File: src/design/crsb_consts.svh
/*
 * constants of the capture channel that feeds the routing unit:
 * register offsets, field positions, reset values and timing counts.
 * assumes it is included by bare name by the package only; the design file relies on that include.
 */
`ifndef CRSB_CONSTS_SVH
`define CRSB_CONSTS_SVH

// ==========================================================================
// clock and timing
// ==========================================================================
`define CRSB_CLK_MHZ 20
`define CRSB_ROUNDTRIP_NS 100
// least time: round up to whole cycles
`define CRSB_ROUNDTRIP_CYC ((`CRSB_ROUNDTRIP_NS * `CRSB_CLK_MHZ + 999) / 1000)

// ==========================================================================
// register byte addresses
// ==========================================================================
`define CRSB_ADDR_W 8
`define CRSB_OFS_CTRL 8'h00
`define CRSB_OFS_NOTIFY 8'h04
`define CRSB_OFS_TOUT 8'h08
`define CRSB_OFS_STAT 8'h0c

// ==========================================================================
// field positions
// ==========================================================================
`define CRSB_CTRL_SEND_EN 0
`define CRSB_CTRL_SELA_LO 1
`define CRSB_CTRL_SELB_LO 3
`define CRSB_CTRL_CADDR_LO 8
`define CRSB_NTF_CAP 0
`define CRSB_NTF_OVF 3
`define CRSB_NTF_TOUT 4
`define CRSB_STAT_PEND 8
`define CRSB_STAT_LVL 9
`define CRSB_ST_LVL 0
`define CRSB_ST_OVF 1
`define CRSB_ST_TOUT 2
`define CRSB_WORD_LVL 23

// ==========================================================================
// sizes and reset values
// ==========================================================================
`define CRSB_WORD_W 24
`define CRSB_FIFO_DEPTH 16
`define CRSB_NTF_RST 5'h00
`define CRSB_TOUT_RST 24'h000000

`endif

File: src/design/crsb_pkg.sv
/*
 * types shared by the capture channel and its routing fifo.
 * assumes crsb_consts.svh is on the include path.
 */
`include "crsb_consts.svh"

package crsb_pkg;

    // ======================================================================
    // data source of a transferred word
    // ======================================================================
    typedef enum logic [1:0]
    {
        CRSB_SRC_EDGE = 2'b00, // edge_counter with level on top
        CRSB_SRC_TSTAMP = 2'b01, // free running time stamp
        CRSB_SRC_LEVEL = 2'b10, // input_level_value
        CRSB_SRC_DUR = 2'b11 // cycles since last edge
    } crsb_src_e;

    // channel control fields
    typedef struct packed
    {
        logic [7:0] caddr; // channel address for dynamic routing
        crsb_src_e sel_b; // data_word_select of word b
        crsb_src_e sel_a; // data_word_select of word a
        logic send_en; // routing send enable
    } crsb_ctrl_s;

    // one transfer: two words and the route_status_bits
    typedef struct packed
    {
        logic [`CRSB_WORD_W-1:0] word_a;
        logic [`CRSB_WORD_W-1:0] word_b;
        logic [2:0] status; // timeout, overflow, level
    } crsb_xfer_s;

endpackage

File: src/design/crsb_capture.sv
/*
 * input_capture_channel with routing request logic, a 16 word fifo toward
 * the routing unit, a registered output stage and the debug_route_valid
 * strobe. also holds the fifo module.
 * assumes one 20 MHz clock, a synchronous input level and a plain register
 * port whose read data stand one cycle after the read strobe.
 */
// Behaviour
// - raise requests only while send enable set
// - serve request after one round-trip time
// - status bits flag overflow and timeout events
// - status bits survive clock ratio, always carried
// - late capture shows new level bit
// - late capture updates overflow and words consistently
// - level embedded in edge and level words
// - back-to-back words on one address never lost
// - debug strobe once per routed transfer
// - overflow and timeout readable in notify bits
`timescale 1ns/100ps

// ==========================================================================
// fifo
// ==========================================================================
module crsb_fifo
#(
    parameter int WIDTH = 8,
    parameter int DEPTH = 16
)
(
    input wire logic i_clk,
    input wire logic i_rst_b,
    input wire logic i_wvalid,
    output logic o_wready,
    input wire logic [WIDTH-1:0] i_wdata,
    output logic o_rvalid,
    input wire logic i_rready,
    output logic [WIDTH-1:0] o_rdata,
    output logic [$clog2(DEPTH):0] o_count
);
    localparam int AW = $clog2(DEPTH);
    logic [WIDTH-1:0] mem_r [DEPTH]; // storage flops
    logic [AW-1:0] wr_ptr_r; // next entry to fill
    logic [AW-1:0] rd_ptr_r; // oldest entry
    logic [AW:0] cnt_r; // words held
    logic push; // word taken
    logic pop; // word drained

    assign o_wready = (cnt_r != (AW+1)'(DEPTH));
    assign o_rvalid = (cnt_r != '0);
    assign o_rdata = mem_r[rd_ptr_r];
    assign o_count = cnt_r;
    assign push = i_wvalid && o_wready;
    assign pop = o_rvalid && i_rready;

    // storage write
    always_ff @(posedge i_clk)
    begin
        if (push)
        begin
            mem_r[wr_ptr_r] <= i_wdata;
        end
    end

    // pointers and fill level
    always_ff @(posedge i_clk or negedge i_rst_b)
    begin
        if (!i_rst_b)
        begin
            wr_ptr_r <= '0;
            rd_ptr_r <= '0;
            cnt_r <= '0;
        end
        else
        begin
            if (push)
            begin
                wr_ptr_r <= wr_ptr_r + 1'b1;
            end
            if (pop)
            begin
                rd_ptr_r <= rd_ptr_r + 1'b1;
            end
            if (push && !pop)
            begin
                cnt_r <= cnt_r + 1'b1;
            end
            else if (pop && !push)
            begin
                cnt_r <= cnt_r - 1'b1;
            end
        end
    end
endmodule

// ==========================================================================
// capture channel top
// ==========================================================================
module crsb_capture
import crsb_pkg::*;
(
    input wire logic i_clk,
    input wire logic i_rst_b,
    input wire logic i_sig,
    input wire logic [`CRSB_ADDR_W-1:0] i_addr,
    input wire logic [31:0] i_wdata,
    input wire logic i_wr,
    input wire logic i_rd,
    output logic [31:0] o_rdata,
    output logic o_route_valid,
    output crsb_xfer_s o_route_data,
    output logic [7:0] o_route_addr,
    input wire logic i_route_ready,
    output logic o_dbg_valid
);
    localparam int FAW = $clog2(`CRSB_FIFO_DEPTH);
    localparam logic [3:0] RT_CYC = 4'(`CRSB_ROUNDTRIP_CYC);

    crsb_ctrl_s ctrl_r; // channel control
    logic [4:0] notify_r; // event_notify_register
    logic [4:0] notify_nxt;
    logic [`CRSB_WORD_W-1:0] tout_r; // timeout limit, zero disables
    logic [31:0] rdata_r; // read data, one cycle after strobe
    logic sig_d_r; // previous input level
    logic [`CRSB_WORD_W-1:0] edge_counter_r; // edge_counter
    logic [`CRSB_WORD_W-1:0] tstamp_r; // free running time stamp
    logic [`CRSB_WORD_W-1:0] dur_r; // cycles since last edge
    logic cap_evt; // new capture event
    logic tout_evt; // timeout event
    logic any_evt;
    logic req_pend_r; // transfer request raised
    logic [3:0] rt_cnt_r; // round-trip wait
    crsb_xfer_s req_r; // pending transfer
    crsb_xfer_s req_nxt;
    logic req_push; // request acknowledged into fifo
    logic fifo_wready;
    logic fifo_rvalid;
    logic fifo_rready;
    crsb_xfer_s fifo_rdata;
    logic [FAW:0] fifo_cnt;
    logic out_valid_r; // output stage holds a word
    crsb_xfer_s out_data_r;
    logic dbg_r; // debug_route_valid
    logic reg_hit_ctrl;
    logic reg_hit_ntf;

    assign reg_hit_ctrl = (i_addr == `CRSB_OFS_CTRL);
    assign reg_hit_ntf = (i_addr == `CRSB_OFS_NOTIFY);

    // ======================================================================
    // event detection
    // ======================================================================
    assign cap_evt = i_sig ^ sig_d_r;
    assign tout_evt = (tout_r != '0) && (dur_r == tout_r) && !cap_evt;
    assign any_evt = cap_evt || tout_evt;

    // data word source mux, level embedded in edge and level words
    function automatic logic [`CRSB_WORD_W-1:0] src_word(input crsb_src_e sel,
        input logic lvl, input logic [`CRSB_WORD_W-1:0] edge_counter,
        input logic [`CRSB_WORD_W-1:0] ts, input logic [`CRSB_WORD_W-1:0] dur);
        logic [`CRSB_WORD_W-1:0] w;
        w = '0;
        unique case (sel)
            CRSB_SRC_EDGE: w = {lvl, edge_counter[`CRSB_WORD_W-2:0]};
            CRSB_SRC_TSTAMP: w = ts;
            CRSB_SRC_LEVEL: w = {{(`CRSB_WORD_W-1){1'b0}}, lvl};
            CRSB_SRC_DUR: w = dur;
        endcase
        return w;
    endfunction

    // edge counter, time stamp and duration counters
    always_ff @(posedge i_clk or negedge i_rst_b)
    begin
        if (!i_rst_b)
        begin
            sig_d_r <= 1'b0;
            edge_counter_r <= '0;
            tstamp_r <= '0;
            dur_r <= '0;
        end
        else
        begin
            sig_d_r <= i_sig;
            tstamp_r <= tstamp_r + 1'b1;
            if (cap_evt)
            begin
                edge_counter_r <= edge_counter_r + 1'b1;
                dur_r <= '0;
            end
            else if (dur_r != '1)
            begin
                dur_r <= dur_r + 1'b1; // saturates, no false second timeout unless the limit is all ones
            end
        end
    end

    // ======================================================================
    // transfer request
    // ======================================================================
    assign req_push = req_pend_r && (rt_cnt_r == 4'h0) && fifo_wready;

    // snapshot of one event: words and status built from the same cycle
    always_comb
    begin
        req_nxt.word_a = src_word(ctrl_r.sel_a, i_sig, edge_counter_r, tstamp_r, dur_r);
        req_nxt.word_b = src_word(ctrl_r.sel_b, i_sig, edge_counter_r, tstamp_r, dur_r);
        req_nxt.status[`CRSB_ST_LVL] = i_sig;
        // a still pending request makes this event an overflow
        req_nxt.status[`CRSB_ST_OVF] = req_pend_r && !req_push;
        req_nxt.status[`CRSB_ST_TOUT] = tout_evt ||
            (req_r.status[`CRSB_ST_TOUT] && req_pend_r && !req_push);
    end

    // pending request: a late event replaces the whole bundle at once
    always_ff @(posedge i_clk or negedge i_rst_b)
    begin
        if (!i_rst_b)
        begin
            req_pend_r <= 1'b0;
            rt_cnt_r <= 4'h0;
            req_r <= '0;
        end
        else if (!ctrl_r.send_en)
        begin
            req_pend_r <= 1'b0;
        end
        else if (any_evt)
        begin
            req_pend_r <= 1'b1;
            req_r <= req_nxt;
            if (!req_pend_r || req_push)
            begin
                rt_cnt_r <= RT_CYC;
            end
            else if (rt_cnt_r != 4'h0)
            begin
                rt_cnt_r <= rt_cnt_r - 1'b1;
            end
        end
        else if (req_push)
        begin
            req_pend_r <= 1'b0;
        end
        else if (req_pend_r && rt_cnt_r != 4'h0)
        begin
            rt_cnt_r <= rt_cnt_r - 1'b1;
        end
    end

    // ======================================================================
    // fifo and output stage
    // ======================================================================
    crsb_fifo #(.WIDTH($bits(crsb_xfer_s)), .DEPTH(`CRSB_FIFO_DEPTH)) u_fifo
    (
        .i_clk(i_clk),
        .i_rst_b(i_rst_b),
        .i_wvalid(req_push),
        .o_wready(fifo_wready),
        .i_wdata(req_r),
        .o_rvalid(fifo_rvalid),
        .i_rready(fifo_rready),
        .o_rdata(fifo_rdata),
        .o_count(fifo_cnt)
    );

    // stage refills in the same cycle it drains: full rate on one address
    assign fifo_rready = !out_valid_r || i_route_ready;

    // registered output stage and debug strobe
    always_ff @(posedge i_clk or negedge i_rst_b)
    begin
        if (!i_rst_b)
        begin
            out_valid_r <= 1'b0;
            out_data_r <= '0;
            dbg_r <= 1'b0;
        end
        else
        begin
            if (fifo_rready)
            begin
                out_valid_r <= fifo_rvalid;
                out_data_r <= fifo_rdata;
            end
            dbg_r <= out_valid_r && i_route_ready;
        end
    end

    assign o_route_valid = out_valid_r;
    assign o_route_data = out_data_r;
    assign o_route_addr = ctrl_r.caddr;
    assign o_dbg_valid = dbg_r;

    // ======================================================================
    // registers
    // ======================================================================
    // notify: hardware set wins over write-one clear
    always_comb
    begin
        notify_nxt = notify_r;
        if (i_wr && reg_hit_ntf)
        begin
            notify_nxt = notify_r & ~i_wdata[4:0];
        end
        notify_nxt[`CRSB_NTF_CAP] = notify_nxt[`CRSB_NTF_CAP] | cap_evt;
        notify_nxt[`CRSB_NTF_OVF] = notify_nxt[`CRSB_NTF_OVF] |
            (any_evt && req_pend_r && !req_push);
        notify_nxt[`CRSB_NTF_TOUT] = notify_nxt[`CRSB_NTF_TOUT] | tout_evt;
    end

    // control, notify and timeout storage
    always_ff @(posedge i_clk or negedge i_rst_b)
    begin
        if (!i_rst_b)
        begin
            ctrl_r <= '0;
            notify_r <= `CRSB_NTF_RST;
            tout_r <= `CRSB_TOUT_RST;
        end
        else
        begin
            notify_r <= notify_nxt;
            if (i_wr && reg_hit_ctrl)
            begin
                ctrl_r <= crsb_ctrl_s'({i_wdata[15:8], i_wdata[4:0]}); // bits 7:5 dropped
            end
            if (i_wr && (i_addr == `CRSB_OFS_TOUT))
            begin
                tout_r <= i_wdata[`CRSB_WORD_W-1:0];
            end
        end
    end

    // read data: only in the cycle after the strobe, zero otherwise
    always_ff @(posedge i_clk or negedge i_rst_b)
    begin
        if (!i_rst_b)
        begin
            rdata_r <= 32'h0;
        end
        else if (!i_rd)
        begin
            rdata_r <= 32'h0;
        end
        else
        begin
            unique case (i_addr)
                `CRSB_OFS_CTRL: rdata_r <= {16'h0, ctrl_r.caddr, 3'h0, ctrl_r[4:0]};
                `CRSB_OFS_NOTIFY: rdata_r <= {27'h0, notify_r};
                `CRSB_OFS_TOUT: rdata_r <= {8'h0, tout_r};
                `CRSB_OFS_STAT: rdata_r <= {22'h0, sig_d_r, req_pend_r, 3'h0, fifo_cnt};
                default: rdata_r <= 32'h0; // unmapped
            endcase
        end
    end

    assign o_rdata = rdata_r;

    // ======================================================================
    // assertions
    // ======================================================================
    property p_off_no_req;
        @(posedge i_clk) disable iff (!i_rst_b)
        !ctrl_r.send_en |=> !req_pend_r;
    endproperty
    a_off_no_req: assert property (p_off_no_req)
        else $error("request pending while send disabled");

    property p_roundtrip;
        @(posedge i_clk) disable iff (!i_rst_b)
        $rose(req_pend_r) |-> !req_push ##1 !req_push;
    endproperty
    a_roundtrip: assert property (p_roundtrip)
        else $error("request served before round trip");

    property p_ovf_bit;
        @(posedge i_clk) disable iff (!i_rst_b)
        ctrl_r.send_en && any_evt && req_pend_r && !req_push |=> req_r.status[1];
    endproperty
    a_ovf_bit: assert property (p_ovf_bit)
        else $error("overflow status bit missing");

    property p_tout_bit;
        @(posedge i_clk) disable iff (!i_rst_b)
        ctrl_r.send_en && tout_evt |=> req_pend_r && req_r.status[2];
    endproperty
    a_tout_bit: assert property (p_tout_bit)
        else $error("timeout status bit missing");

    property p_late_level;
        @(posedge i_clk) disable iff (!i_rst_b)
        ctrl_r.send_en && cap_evt |=> req_r.status[0] == $past(i_sig);
    endproperty
    a_late_level: assert property (p_late_level)
        else $error("level bit not the new level");

    property p_late_words;
        @(posedge i_clk) disable iff (!i_rst_b)
        ctrl_r.send_en && any_evt |=> req_r.word_a == $past(req_nxt.word_a)
            && req_r.word_b == $past(req_nxt.word_b);
    endproperty
    a_late_words: assert property (p_late_words)
        else $error("data words not from the new event");

    property p_embed_level;
        @(posedge i_clk) disable iff (!i_rst_b)
        ctrl_r.send_en && cap_evt && ctrl_r.sel_a == CRSB_SRC_EDGE
            |=> req_r.word_a[23] == req_r.status[0];
    endproperty
    a_embed_level: assert property (p_embed_level)
        else $error("embedded level differs from level bit");

    property p_hold_out;
        @(posedge i_clk) disable iff (!i_rst_b)
        out_valid_r && !i_route_ready |=> out_valid_r && $stable(out_data_r);
    endproperty
    a_hold_out: assert property (p_hold_out)
        else $error("stalled word dropped or changed");

    property p_refill;
        @(posedge i_clk) disable iff (!i_rst_b)
        out_valid_r && i_route_ready && fifo_rvalid |=> out_valid_r;
    endproperty
    a_refill: assert property (p_refill)
        else $error("back-to-back word lost");

    property p_dbg;
        @(posedge i_clk) disable iff (!i_rst_b)
        (out_valid_r && i_route_ready) |=> dbg_r;
    endproperty
    a_dbg: assert property (p_dbg)
        else $error("debug strobe missing");

    property p_ntf_read;
        @(posedge i_clk) disable iff (!i_rst_b)
        i_rd && reg_hit_ntf |=> rdata_r[4:3] == $past(notify_r[4:3]);
    endproperty
    a_ntf_read: assert property (p_ntf_read)
        else $error("notify bits read wrong");

    property p_bundle_in;
        @(posedge i_clk) disable iff (!i_rst_b)
        req_push && !fifo_rready |=> fifo_cnt == $past(fifo_cnt) + 1'b1;
    endproperty
    a_bundle_in: assert property (p_bundle_in)
        else $error("acknowledged transfer not stored");
endmodule

File: config.mk
export PLATFORM = sky130hd
export DESIGN_NAME = crsb_capture
export DESIGN_NICKNAME = d
export VERILOG_FILES = /design/src/design/crsb_pkg.sv /design/src/design/crsb_capture.sv
export VERILOG_INCLUDE_DIRS = /design/src /design/src/design
export SDC_FILE = /design/constraint.sdc
export NUM_CORES = 1
export LEC_CHECK = 0
export ABC_CLOCK_PERIOD_IN_PS = 10600
export BUFFER_PORTS_ARGS = -buffer_cell sky130_fd_sc_hd__buf_2
export CAP_MARGIN = 20
export CORE_ASPECT_RATIO = 2
export CORE_MARGIN = 2
export CORE_UTILIZATION = 27
export CTS_BUF_LIST = sky130_fd_sc_hd__clkbuf_4 sky130_fd_sc_hd__clkbuf_8
export CTS_CLUSTER_DIAMETER = 80
export DETAILED_ROUTE_END_ITERATION = 12
export GPL_TIMING_DRIVEN = 1
export PLACE_DENSITY_LB_ADDON = 0.08
export SLEW_MARGIN = 20
export SYNTH_ARGS = -nofsm -noshare
export SYNTH_HDL_FRONTEND = slang
export SYNTH_SLANG_ARGS = --single-unit
File: constraint.sdc
create_clock -name i_clk -period 10.6 [get_ports i_clk]
set_input_delay 2.12 -clock i_clk [delete_from_list [all_inputs] [get_ports i_clk]]
set_output_delay 2.12 -clock i_clk [all_outputs]
set_load 0.01 [all_outputs]
==> impl_metrics.csv <==
group,metric,value,unit
floorplanning,start_util,27.2,%
floorplanning,core_area,157000,um^2
power_and_ir_drop,power.leakage,16.2,nW
synth,synth_seq_cells,1076,
global_route,grt_max_degree,99,
clocking,cts_root_buf,"clkbuf_8",
placement,post_dp_cell_area,45900,um^2
sta,layout_setup_ws,6.36,ns
synth,yosysTopAreaCell,"edfxtp_1",
clocking,cts.clk_slew.worst_paths,0.06,ns
global_route,grt_pass1_vias,23600,
clocking,cts_resized,0,
sta,layout_worst_path_cycle_share,40.0,%
sta,rsz0062_at_grt,"false",
hold_path,hold_depth,1,
clocking,htreeDepth,4,
synth,synth_ff_type,"edfxtp_1",
flow_run,cap_violations,0,
global_route,grt_use_total,15.0,%
routing,first_pass_iters,5,
hold_path,min_path_type,"reg2reg",
routing,wl,121000,um
sta,fin_setup_tns,0,ns
floorplanning,num_rows,206,
synth,synth_area_per_cell,19.9,um^2
outcome,outcome,"complete, no violations",
synth,synth_top_area_share,57.2,%
setup_path,r2r_setup_slack,6.36,ns
synth,synth_area_leaders,"edfxtp_1 (57%), dfrtp_1 (15%), mux4_2 (13%)",
final_layout,finish.utilization,31.3,%
clocking,post_cts_buffers,0,
hold_path,hp-start,"notify_r[0]",
routing,via_count,21100,
clocking,cts_tree,"done",
clocking,worst_skew_pair.late_latency,0.86,ns
sta,tightest_slew,1.10,ns
final_layout,nets,2428,
setup_path,r2r-end,"o_route_data[28]",
floorplanning,die_area,162000,um^2
clocking,clockBufferDepth,4,
synth,ys_warn_count,0,
synth,postSynthCellCount,2147,
global_route,antenna_found_initial,4,
routing,vias_per_cell,4.61,
sta,setup_viol,0,
power_and_ir_drop,powerDensity,230,nW/um^2
placement,dp_cells,4273,
final_layout,syn_to_final_growth,15.2,%
final_layout,final_cells,4579,
floorplanning,io_pins,139,
power_and_ir_drop,max-vdd-ir-drop,0.000207,V
placement,hpwlAfterDp,66700,um
clocking,clock_sinks,1076,
power_and_ir_drop,total_power,11.4,mW
setup_path,r2r_start,"u_fifo.rd_ptr_r[0]",
synth,synth_edf_count,816,
clocking,cts_hold_buffers,0,
placement,place_ws,5.81,ns
sta,slew_viol_final,0,
routing,wire_per_inst,26.4,um
placement,gp_congestion,0.732,
sta,fin_crit,4.24,ns
sta,fin_skew,0.0400,ns
final_layout,drive_gt1_share,36.6,%
setup_path,rr_worst_depth,5,
setup_path,crit_arrival,4.98,ns
synth,synth_cell_types,53,
final_layout,fin_area,49300,um^2
floorplanning,die_x,286,um
sta,fin_hold_ws,0.481,ns
hold_path,hold_path_end,"notify_r[0]",
synth,ys_async_sr_fraction,24.2,%
sta,fmax,236,MHz
sta,slew_headroom,26.7,%
sta,hold_viol,0,
setup_path,worstPathRequired,11.34,ns
synth,syn-cell-area,42800,um^2
setup_path,critPathMaxFanout,46,
setup_path,cp-end-kind,"flip-flop",
routing,drc,0,
clocking,numCtsBuffers,172,
global_route,grt_pass1_wl,175000,um
setup_path,startpoint_type,"flip-flop",
synth,yosysSeqAreaShare,72.4,%
global_route,grt-ovfl-total,0,
setup_path,crit_type,"reg2reg",
routing,drt-initial-drc-count,1255,
placement,place.port_buffers,122,
floorplanning,die_h,567,um
routing,ant_nets,0,
[synth_stat cells (14+ instances only)]
| library cell | count |
|---|---|
| clkbuf_1 | 63 |
| xnor2_1 | 53 |
| buf_1 | 20 |
| dfrtp_1 | 260 |
| and3_1 | 22 |
| buf_4 | 22 |
| nand2_1 | 47 |
| nand4_1 | 24 |
| ha_1 | 14 |
| inv_1 | 22 |
| xor2_1 | 48 |
| o21ai_0 | 16 |
| and2_1 | 23 |
| buf_2 | 18 |
| mux2_2 | 175 |
| nor3_1 | 17 |
| edfxtp_1 | 816 |
| a22o_1 | 47 |
| nand3_1 | 28 |
| mux4_2 | 256 |
| nor2_1 | 59 |
[flip-flops by register name (all words and copies together), names as in the netlist, 4 cells and up]
register and flops:
req_r 51, tstamp_r 24, o_route_data 51, u_fifo.o_count 5
u_fifo.wr_ptr_r 4, dur_r 24, o_route_addr 8, u_fifo.rd_ptr_r 4
u_fifo.mem_r 816, o_rdata 24, ctrl_r 5, notify_r 5
rt_cnt_r 4, edge_counter_r 23, tout_r 24
[report_power, final]
part | internal (mW) | leakage [nW] | switching [mW]
clock network | 1.98 | 1.84 | 1.67
logic | 1.12 | 4.53 | 1.15
registers | 4.98 | 9.86 | 0.467
[worst max-delay path by stage]
stage,startpoint,to,depth (start not counted)
final,u_fifo.rd_ptr_r[0],o_route_data[28],5
after global routing,u_fifo.rd_ptr_r[0],o_route_data[28],5
after CTS,u_fifo.rd_ptr_r[0],o_route_data[28],5
after detailed placement,i_route_ready,u_fifo.o_count[4],13
after global placement,i_route_ready,u_fifo.o_count[4],13
after floorplan,rt_cnt_r[0],u_fifo.mem_r[4][0],8
[cells in the final DEF, fill, tap and decap left out, types with 4 or more instances in the layout]
cell,n
xor2_1,47
nand4_1,24
mux2_2,175
nor2_4,4
dfrtp_4,4
o21ai_0,16
clkbuf_8,192
nand2_1,47
mux2i_1,13
a22o_1,47
dfrtp_1,256
mux4_2,256
buf_2,121
and4_1,6
and2_4,8
a221oi_1,5
nor2b_1,4
nor2_1,55
clkinv_2,17
conb_1,8
xnor2_1,53
inv_1,22
nand3_1,28
ha_1,14
nor3_2,6
a21o_1,4
nor3_1,13
mux2_4,4
nor4_1,12
and3_1,22
buf_4,48
a21oi_1,10
and2_1,15
clkinv_1,25
bufinv_16,4
edfxtp_1,816
clkbuf_4,64
[cells by family (layout without fill, tap and decap cells)]
family | after synthesis | in the layout | synth area share (%)
simple gates | 257 | 257 | 3.11
compound gates | 94 | 94 | 1.67
fa+ha+maj | 15 | 15 | 0.456
xor+xnor | 101 | 101 | 2.07
buf+inv | 154 | 497 | 1.74
mux | 449 | 449 | 18.6
flops | 1076 | 1076 | 72.4
other cells | 1 | 10 | 0.00876
[worst max-delay path, cell delays in order, from the launching register on]
cell and delay, ns:
dfrtp_4 0.83, buf_4 0.80, buf_4 0.91, mux4_2 0.63, mux4_2 0.56, mux2_2 0.29
[layer usage]
| layer | vias up | track usage [%] | routed length (um) |
|---|---|---|---|
| met5 | - | 0 | 0 |
| met4 | 0 | 4.35 | 2760 |
| met3 | 191 | 2.11 | 3810 |
| met2 | 410 | 27.2 | 64500 |
| met1 | 11500 | 18.4 | 49600 |
| li1 | 9036 | - | - |
[layout make-up]
type                    instances  area [um^2]
clock buffers                 256         3120
repair buffers                171         1000
multi-input cells             924        11200
clock inverters                48          315
well taps                    2080         2600
inverters                      22         82.6
flip-flops and latches       1076        31000
diodes                          2         5.00
fillers                     15200       108000
Note: power is estimated with default switching activity, not from simulation.
